**src/rtl/amt_pkg.sv**
```systemverilog
// Constants and types shared by the mode and level-control timing register bank.
//
// Function
// - Edge-rate code 00 gives normal edges and is the reset code; 01, 10, 11 give slow edges.
// - Bit 3 one makes the device resume by itself after overcurrent, zero not; resets to one.
// - Bit 1 set sends the right input to both outputs, clear means no mixing; it resets to zero.
// - Bit 0 set with bit 1 clear sends the left input to both outputs, clear means no mixing; it resets to zero.
// - Release field bits 5 to 3 give 4 ms per step doubled per code up to 512 ms, reset code 101.
// - Attack field bits 2 to 0 give 32 us per step doubled per code up to 4096 us, reset code 011.
// - Every attack or release step moves the gain by one 0.5 dB unit at the selected interval.
package amt_pkg;

  // ----------------------------------------------------------------------------
  // Register map
  // ----------------------------------------------------------------------------
  localparam logic [7:0] OUTPUT_MODE_CONTROL_ADDR  = 8'h02;
  localparam logic [7:0] LEVEL_CONTROL_TIMING_ADDR = 8'h03;
  localparam logic [7:0] WRITABLE_MASK             = 8'h3F;

  localparam int EDGE_MSB       = 5;
  localparam int EDGE_LSB       = 4;
  localparam int OC_RESUME_BIT  = 3;
  localparam int OT_RESUME_BIT  = 2;
  localparam int RIGHT_MIX_BIT  = 1;
  localparam int LEFT_MIX_BIT   = 0;
  localparam int RELEASE_MSB    = 5;
  localparam int RELEASE_LSB    = 3;
  localparam int ATTACK_MSB     = 2;
  localparam int ATTACK_LSB     = 0;

  localparam logic [7:0] OUTPUT_MODE_RESET  = 8'h0C;
  localparam logic [7:0] LEVEL_TIMING_RESET = 8'h2B;

  localparam logic [1:0] EDGE_NORMAL = 2'h0;

  // ----------------------------------------------------------------------------
  // Timing
  // ----------------------------------------------------------------------------
  localparam int CLK_PERIOD_NS   = 10;
  localparam int US_NS           = 1000;
  localparam int TICK_CYCLES_DEF = US_NS / CLK_PERIOD_NS;
  localparam int ATTACK_BASE_US  = 32;
  localparam int RELEASE_BASE_MS = 4;
  localparam int RELEASE_BASE_US = RELEASE_BASE_MS * 1000;
  localparam int INTERVAL_W      = 20;
  localparam int TICK_W          = 16;

  // Attenuation is counted in 0.5 dB units; one step is one unit.
  localparam int          ATTEN_W    = 6;
  localparam logic [5:0]  ATTEN_STEP = 6'h01;
  localparam logic [5:0]  ATTEN_MAX  = 6'h2F;

  typedef enum logic [1:0] {ALC_IDLE, ALC_ATTACK, ALC_RELEASE} amt_alc_state_type;

  // Step interval in microseconds for a base and a three-bit doubling code.
  function automatic logic [INTERVAL_W-1:0] step_interval_us(input int base_us,
                                                             input logic [2:0] code);
    logic [INTERVAL_W-1:0] base_v;
    base_v = INTERVAL_W'(base_us);
    return base_v << code;
  endfunction : step_interval_us

endpackage : amt_pkg

```
**src/rtl/amt_alc_if.sv**
```systemverilog
// Carrier between the register bank and the level-control step timer.
`timescale 1ns/1ps
interface amt_alc_if;
  import amt_pkg::*;
  logic [2:0] attack_code;
  logic [2:0] release_code;
  logic       attack_req;
  logic       release_req;
  logic       attack_step;
  logic       release_step;

  modport bank  (output attack_code, release_code, attack_req, release_req,
                 input attack_step, release_step);
  modport timer (input attack_code, release_code, attack_req, release_req,
                 output attack_step, release_step);
endinterface : amt_alc_if

```
**src/rtl/amt_alc_step_timer.sv**
```systemverilog
// Level-control step timer: paces attack and release steps at the programmed intervals.
`timescale 1ns/1ps
module amt_alc_step_timer #(
  parameter int TICK_CYCLES = amt_pkg::TICK_CYCLES_DEF
) (
  input  wire logic   core_clk_i,
  input  wire logic   reset_i,
  amt_alc_if.timer    alc
);
  import amt_pkg::*;

  // ----------------------------------------------------------------------------
  // Microsecond enable
  // ----------------------------------------------------------------------------
  logic [TICK_W-1:0]     tick_cnt_ff;
  logic                  us_tick;
  logic [INTERVAL_W-1:0] us_cnt_ff;
  logic [INTERVAL_W-1:0] nxt_us_cnt;
  amt_alc_state_type     state_ff;
  amt_alc_state_type     nxt_state;
  logic [INTERVAL_W-1:0] attack_us;
  logic [INTERVAL_W-1:0] release_us;
  logic [INTERVAL_W-1:0] target_us;
  logic                  interval_done;

  assign us_tick = (tick_cnt_ff == TICK_W'(TICK_CYCLES - 1));

  always_ff @(posedge core_clk_i) begin
    if (reset_i || us_tick) begin
      tick_cnt_ff <= '0;
    end else begin
      tick_cnt_ff <= tick_cnt_ff + TICK_W'(1);
    end
  end

  // ----------------------------------------------------------------------------
  // Interval selection
  // ----------------------------------------------------------------------------
  assign attack_us     = step_interval_us(ATTACK_BASE_US, alc.attack_code);
  assign release_us    = step_interval_us(RELEASE_BASE_US, alc.release_code);
  assign target_us     = (state_ff == ALC_ATTACK) ? attack_us : release_us;
  assign interval_done = us_tick && (us_cnt_ff >= target_us - INTERVAL_W'(1));

  // Attack has priority; a change of direction restarts the interval.
  always_comb begin
    nxt_state = ALC_IDLE;
    if (alc.attack_req) begin
      nxt_state = ALC_ATTACK;
    end else if (alc.release_req) begin
      nxt_state = ALC_RELEASE;
    end
  end

  always_comb begin
    nxt_us_cnt = us_cnt_ff;
    if (nxt_state != state_ff || state_ff == ALC_IDLE || interval_done) begin
      nxt_us_cnt = '0;
    end else if (us_tick) begin
      nxt_us_cnt = us_cnt_ff + INTERVAL_W'(1);
    end
  end

  always_ff @(posedge core_clk_i) begin
    if (reset_i) begin
      state_ff  <= ALC_IDLE;
      us_cnt_ff <= '0;
    end else begin
      state_ff  <= nxt_state;
      us_cnt_ff <= nxt_us_cnt;
    end
  end

  // One-cycle step pulses, only while the request still stands.
  always_comb begin
    alc.attack_step  = 1'b0;
    alc.release_step = 1'b0;
    case (state_ff)
      ALC_ATTACK:  alc.attack_step  = interval_done && nxt_state == ALC_ATTACK;
      ALC_RELEASE: alc.release_step = interval_done && nxt_state == ALC_RELEASE;
      ALC_IDLE:    ;
      default:     ;
    endcase
  end

endmodule : amt_alc_step_timer

```
**src/rtl/amt_regs.sv**
```systemverilog
// Mode control and level-control timing register bank with its control outputs.
`timescale 1ns/1ps
module amt_regs #(
  parameter int TICK_CYCLES = amt_pkg::TICK_CYCLES_DEF
) (
  input  wire logic        core_clk_i,
  input  wire logic        reset_i,
  input  wire logic [7:0]  reg_addr_i,
  input  wire logic [7:0]  reg_wdata_i,
  input  wire logic        reg_wr_i,
  output logic      [7:0]  reg_rdata_o,
  output logic      [1:0]  edge_mode_o,
  output logic             slow_edge_o,
  input  wire logic        oc_fault_i,
  input  wire logic        ot_fault_i,
  input  wire logic        fault_clear_i,
  output logic             amp_run_o,
  output logic             left_out_from_right_o,
  output logic             right_out_from_left_o,
  input  wire logic        alc_enable_i,
  input  wire logic        alc_over_i,
  output logic [amt_pkg::ATTEN_W-1:0] alc_atten_o
);
  import amt_pkg::*;

  // ----------------------------------------------------------------------------
  // Register storage
  // ----------------------------------------------------------------------------
  logic [7:0] output_mode_control_ff;
  logic [7:0] level_control_timing_ff;
  logic       wr_mode;
  logic       wr_timing;
  logic [7:0] wdata_masked;

  assign wr_mode      = reg_wr_i && reg_addr_i == OUTPUT_MODE_CONTROL_ADDR;
  assign wr_timing    = reg_wr_i && reg_addr_i == LEVEL_CONTROL_TIMING_ADDR;
  assign wdata_masked = reg_wdata_i & WRITABLE_MASK;

  always_ff @(posedge core_clk_i) begin
    if (reset_i) begin
      output_mode_control_ff  <= OUTPUT_MODE_RESET;
      level_control_timing_ff <= LEVEL_TIMING_RESET;
    end else begin
      if (wr_mode) begin
        output_mode_control_ff <= wdata_masked;
      end
      if (wr_timing) begin
        level_control_timing_ff <= wdata_masked;
      end
    end
  end

  // Unmapped addresses read as zero.
  logic [7:0] nxt_rdata;
  logic [7:0] rdata_ff;
  assign nxt_rdata = (reg_addr_i == OUTPUT_MODE_CONTROL_ADDR)  ? output_mode_control_ff  :
                     (reg_addr_i == LEVEL_CONTROL_TIMING_ADDR) ? level_control_timing_ff :
                     8'h00;

  always_ff @(posedge core_clk_i) begin
    if (reset_i) begin
      rdata_ff <= 8'h00;
    end else begin
      rdata_ff <= nxt_rdata & WRITABLE_MASK;
    end
  end
  assign reg_rdata_o = rdata_ff;

  // ----------------------------------------------------------------------------
  // Edge rate and mixing
  // ----------------------------------------------------------------------------
  logic [1:0] edge_code;
  logic       right_mix;
  logic       left_mix;
  logic [1:0] edge_ff;
  logic       slow_ff;
  logic       l_from_r_ff;
  logic       r_from_l_ff;

  assign edge_code = output_mode_control_ff[EDGE_MSB:EDGE_LSB];
  assign right_mix = output_mode_control_ff[RIGHT_MIX_BIT];
  assign left_mix  = output_mode_control_ff[LEFT_MIX_BIT];

  // With both mix bits set the right input wins on both outputs.
  always_ff @(posedge core_clk_i) begin
    if (reset_i) begin
      edge_ff     <= EDGE_NORMAL;
      slow_ff     <= 1'b0;
      l_from_r_ff <= 1'b0;
      r_from_l_ff <= 1'b0;
    end else begin
      edge_ff     <= edge_code;
      slow_ff     <= edge_code != EDGE_NORMAL;
      l_from_r_ff <= right_mix;
      r_from_l_ff <= left_mix && !right_mix;
    end
  end
  assign edge_mode_o           = edge_ff;
  assign slow_edge_o           = slow_ff;
  assign left_out_from_right_o = l_from_r_ff;
  assign right_out_from_left_o = r_from_l_ff;

  // ----------------------------------------------------------------------------
  // Fault recovery
  // ----------------------------------------------------------------------------
  logic oc_hold_ff;
  logic ot_hold_ff;
  logic nxt_oc_hold;
  logic nxt_ot_hold;
  logic oc_auto;
  logic ot_auto;

  assign oc_auto = output_mode_control_ff[OC_RESUME_BIT];
  assign ot_auto = output_mode_control_ff[OT_RESUME_BIT];

  // A standing fault always holds; once gone, release by itself or by a clear.
  assign nxt_oc_hold = oc_fault_i || (oc_hold_ff && !oc_auto && !fault_clear_i);
  assign nxt_ot_hold = ot_fault_i || (ot_hold_ff && !ot_auto && !fault_clear_i);

  always_ff @(posedge core_clk_i) begin
    if (reset_i) begin
      oc_hold_ff <= 1'b0;
      ot_hold_ff <= 1'b0;
    end else begin
      oc_hold_ff <= nxt_oc_hold;
      ot_hold_ff <= nxt_ot_hold;
    end
  end
  assign amp_run_o = !oc_hold_ff && !ot_hold_ff;

  // ----------------------------------------------------------------------------
  // Level-control gain stepping
  // ----------------------------------------------------------------------------
  amt_alc_if alc ();
  logic [ATTEN_W-1:0] atten_ff;
  logic [ATTEN_W-1:0] nxt_atten;

  assign alc.attack_code  = level_control_timing_ff[ATTACK_MSB:ATTACK_LSB];
  assign alc.release_code = level_control_timing_ff[RELEASE_MSB:RELEASE_LSB];
  assign alc.attack_req   = alc_enable_i && alc_over_i && atten_ff != ATTEN_MAX;
  assign alc.release_req  = alc_enable_i && !alc_over_i && atten_ff != '0;

  amt_alc_step_timer #(
    .TICK_CYCLES (TICK_CYCLES)
  ) u_amt_alc_step_timer (
    .core_clk_i (core_clk_i),
    .reset_i    (reset_i),
    .alc        (alc.timer)
  );

  assign nxt_atten = !alc_enable_i    ? '0                     :
                     alc.attack_step  ? atten_ff + ATTEN_STEP  :
                     alc.release_step ? atten_ff - ATTEN_STEP  :
                     atten_ff;

  always_ff @(posedge core_clk_i) begin
    if (reset_i) begin
      atten_ff <= '0;
    end else begin
      atten_ff <= nxt_atten;
    end
  end
  assign alc_atten_o = atten_ff;

endmodule : amt_regs

```
**config.mk**
```make
export PLATFORM = sky130hd
export DESIGN_NAME = amt_regs
export DESIGN_NICKNAME = d
export VERILOG_FILES = /design/src/rtl/amt_pkg.sv /design/src/rtl/amt_alc_if.sv /design/src/rtl/amt_alc_step_timer.sv /design/src/rtl/amt_regs.sv
export SDC_FILE = /design/constraint.sdc
export NUM_CORES = 1
export LEC_CHECK = 0
export BUFFER_PORTS_ARGS = -buffer_cell sky130_fd_sc_hd__buf_2
export CORE_ASPECT_RATIO = 0.75
export CORE_MARGIN = 2
export CORE_UTILIZATION = 45
export DETAILED_ROUTE_END_ITERATION = 10
export PLACE_DENSITY = 0.71
export SYNTH_ARGS = -nofsm -noshare
export SYNTH_HDL_FRONTEND = slang
export SYNTH_SLANG_ARGS = --single-unit
```
**constraint.sdc**
```tcl
create_clock -name core_clk_i -period 6.55 [get_ports core_clk_i]
set_input_delay 0.655 -clock core_clk_i [delete_from_list [all_inputs] [get_ports core_clk_i]]
set_output_delay 0.655 -clock core_clk_i [all_outputs]
set_load 0.01 [all_outputs]
```
==> metrics.md <==
| Metric | Value |
|---|---|
| Post-cts sizing count | `0` |
| Delay-heaviest family, CP | `compound AO/OA/AOI/OAI gates` |
| Postcts setup bufs | `0` |
| Crit Path Category | `reg2reg` |
| Area Growth Syn to Fin | `12.33%` |
| Final Hold Viols | `0` |
| Final ANT Viol Nets | `0` |
| GPL Wtd Cong | `0.8389` |
| HP Start | `u_amt_alc_step_timer.tick_cnt_ff[0]` |
| Largest net degree at the start of global routing | `23` |
| Fin crit period | `4.917 ns` |
| RR Endpoint | `alc_atten_o[5]` |
| GRT Total Usage | `17.99%` |
| EDFF count, synth | `0` |
| Cts bufs inserted | `9` |
| Fin util | `52.60%` |
| #FFs+latches synth | `69` |
| Required @ worst endpoint | `6.84 ns` |
| DR iter-0 viols | `153` |
| CTS root buf | `clkbuf_8` |
| Hold depth | `1` |
| Starting Density | `46.82%` |
| Worst clock skew | `0.007644 ns` |
| Worst reg-to-reg setup slack | `1.63 ns` |
| Cells after DPL | `559` |
| Max-cap violations | `0` |
| Hold_buf cts | `0` |
| Cell Rows | `28` |
| Critical path's slowest cell | `dfxtp_1` |
| Clock sink total | `69` |
| Slew @ Worst Pin | `1.006 ns` |
| Longest Clk Path Bufs | `2` |
| Via count | `3102` |
| Status | `complete, no violations` |
| Worst Path Buf+Inv | `0` |
| Startpoint Class | `flip-flop` |
| Slew HR | `32.91%` |
| Residual DRC count | `0` |
| Setup TNS | `0 ns` |
| Skew-Pair Late Insertion Delay | `0.36 ns` |
| Wire per inst | `12.65 microns` |
| Cells after synthesis | `435` |
| Critical path fanouts, max | `17` |
| Fin cells | `575` |
| Yosys warning count | `0` |
| Yosys top cell by area | `dfxtp_1` |
| Worst-path cell chain | `or3_1, o22a_1, ha_1, and3b_1, a2111oi_0, a31oi_1, ha_1, a21oi_1, o21ai_0, a21o_1, or3_1, nand4_1, ha_1, a211oi_1, o21bai_1, a21oi_1, xnor2_1, or3_1, a21oi_1` |
| Top_reg_cell synth | `dfxtp_1` |
| Final setup vio count | `0` |
| Die X | `109.0 microns` |
| H-tree levels | `3` |
| Post-DP HPWL | `5449 microns` |
| Core ar. | `0.007953 sq mm` |
| Hold WC Path Type | `reg2reg` |
| Register area | `0.001381 sq mm` |
| Unrepaired setup endpoints after global routing | `false` |
| Period utilization | `75.07%` |
| First-pass GRT wire length | `12540 microns` |
| CP Data Arrival Time | `5.21 ns` |
| Mapped cell area | `0.003724 sq mm` |
| Leakage | `1.742 nW` |
| Area of the multi-input gates | `0.002187 sq mm` |
| Vias in the first global route | `2784` |
| Max VDD drop | `0.0001510 V` |
| Slew Viols, Final | `0` |
| Fill cells | `719` |
| CP Capture Type | `flip-flop` |
| Initial DRT Pass Iterations | `4` |
| Synth area leaders | `dfxtp_1, ha_1, nor2_1` |
| Die H | `82.78 microns` |
| Average instance area after synthesis | `8.560 sq um` |
| Input/output buffers | `39` |
| CTS tree | `built` |
| Worst r2r src | `level_control_timing_ff[5]` |
| I/O Pins | `44` |
| Final nets | `512` |
| Initial antenna violation count | `0` |
| Yosys cell types | `57` |
| Gr ovfl total | `0` |
| Ant diodes | `0` |
| Register area share after synthesis | `37.10%` |
| Post-synthesis async set-or-reset flop share | `0%` |
| Clock slew at reported path FFs | `0.07 ns` |
| Worst slack, placed | `1.746 ns` |
| Pwr/cell area | `204.5 mW/mm^2` |
| Post-synth top area share | `37.10%` |
| Final WS setup | `1.633 ns` |
| Share of cells above drive strength 1 | `18.30%` |
| Highest Clock Rate | `0.2034 GHz` |
| Slowest cell delay on critical path | `0.47 ns` |
| Post-Route WL | `7274 microns` |
| Worst r2r path cells | `19` |
| WHS Endpoint | `u_amt_alc_step_timer.tick_cnt_ff[0]` |
| Die area | `0.009026 sq mm` |
| Vias per cell | `5.395` |
[stage by stage]
stage / hold WS [ns] / area [sq um] / total power, W
CTS: 0.4667 / 4183 / 0.0008644
global placement: 0.4456 / 3951 / 0.0004637
global route: 0.5104 / 4183 / 0.0008841
floorplan: 0.4298 / 3727 / 0.0004542
finish: 0.4625 / 4183 / 0.0008555
detailed placement: 0.4490 / 3951 / 0.0004645
[metal layers]
| layer | global-route usage (%) | up-vias | wire length [microns] |
|---|---|---|---|
| li1 | - | 1565 | - |
| met1 | 23.28 | 1445 | 3487 |
| met2 | 27.02 | 73 | 3216 |
| met3 | 5.230 | 19 | 356 |
| met4 | 10.00 | 0 | 215 |
| met5 | 0 | - | 0 |
[final cells by class]
type,count,share of cell area (%)
multi-input combinational,332,52.29
sequential,69,33.02
timing repair buffer,40,4.846
clock buffer,10,3.290
tap,105,3.141
clock inverter,6,2.243
inverter,13,1.167
[synthesized netlist by cell type, drive strengths merged (2+ instances only)]
cell type,instances
and2,2
a21o,4
nand3,19
inv,13
mux2i,12
xor2,18
a31oi,7
ha,22
nor3,4
nor2,84
buf,6
a21oi,23
nand2,26
clkbuf,16
nor2b,8
dfxtp,69
and3,9
xnor2,20
nor4,3
nand3b,3
nand2b,4
nand4,7
o21ai,13
a211o,6
and4,5
a211oi,3
or3,6
[placed cells by master, fill, tap and decap left out, types with 2 or more instances in the layout]
master / count
mux2i_1: 12
buf_2: 39
or3_1: 6
inv_6: 2
inv_1: 13
conb_1: 2
ha_1: 22
a21oi_2: 2
a21o_1: 4
nand4_1: 6
nand2b_1: 4
nor2b_1: 8
nor2_2: 19
a21oi_1: 21
and3_1: 9
a31oi_1: 7
nor3_1: 4
a211o_1: 6
and2_1: 2
nand2_1: 26
dfxtp_1: 69
clkbuf_8: 10
bufinv_16: 2
xnor2_1: 20
nand3_1: 19
xor2_1: 18
o21ai_0: 13
nor4_1: 2
a211oi_1: 2
nand3b_1: 3
nor2_1: 65
and4_1: 5
[flip-flops by register name (all words and copies together), names as in the netlist, 2 cells and up]
register	flops
u_amt_alc_step_timer.tick_cnt_ff	16
alc_atten_o	6
u_amt_alc_step_timer.us_cnt_ff	20
u_amt_alc_step_timer.state_ff	2
edge_mode_o	2
reg_rdata_o	6
output_mode_control_ff	6
level_control_timing_ff	6
[how the worst max path moves through the flow]
| stage | slack (ns) | depth (start not counted) | to | startpoint |
|---|---|---|---|---|
| 2_1_floorplan | 1.95 | 23 | alc_atten_o[5] | u_amt_alc_step_timer.state_ff[0] |
| 3_3_place_gp | 1.83 | 19 | alc_atten_o[5] | level_control_timing_ff[5] |
| 3_5_place_dp | 1.75 | 19 | alc_atten_o[5] | level_control_timing_ff[5] |
| 4_1_cts | 1.69 | 19 | alc_atten_o[5] | level_control_timing_ff[5] |
| 5_1_grt | 1.21 | 19 | alc_atten_o[5] | level_control_timing_ff[5] |
| 6_report | 1.63 | 19 | alc_atten_o[5] | level_control_timing_ff[5] |
[power breakdown]
part           switching (W)  internal, W
clock               0.000173     0.000228
sequential        0.00000247     0.000422
combinational      0.0000183    0.0000122
[kinds of logic after synthesis]
group / synth area share, %
AO/OA/AOI/OAI: 12.47
XOR/XNOR: 8.938
adder cells (fa/ha/maj): 7.930
buffers and inverters: 4.267
flip-flops: 37.10
multiplexers: 3.226
other: 0.1007
AND/OR/NAND/NOR: 25.97
Note: power is estimated with default switching activity, not from simulation.
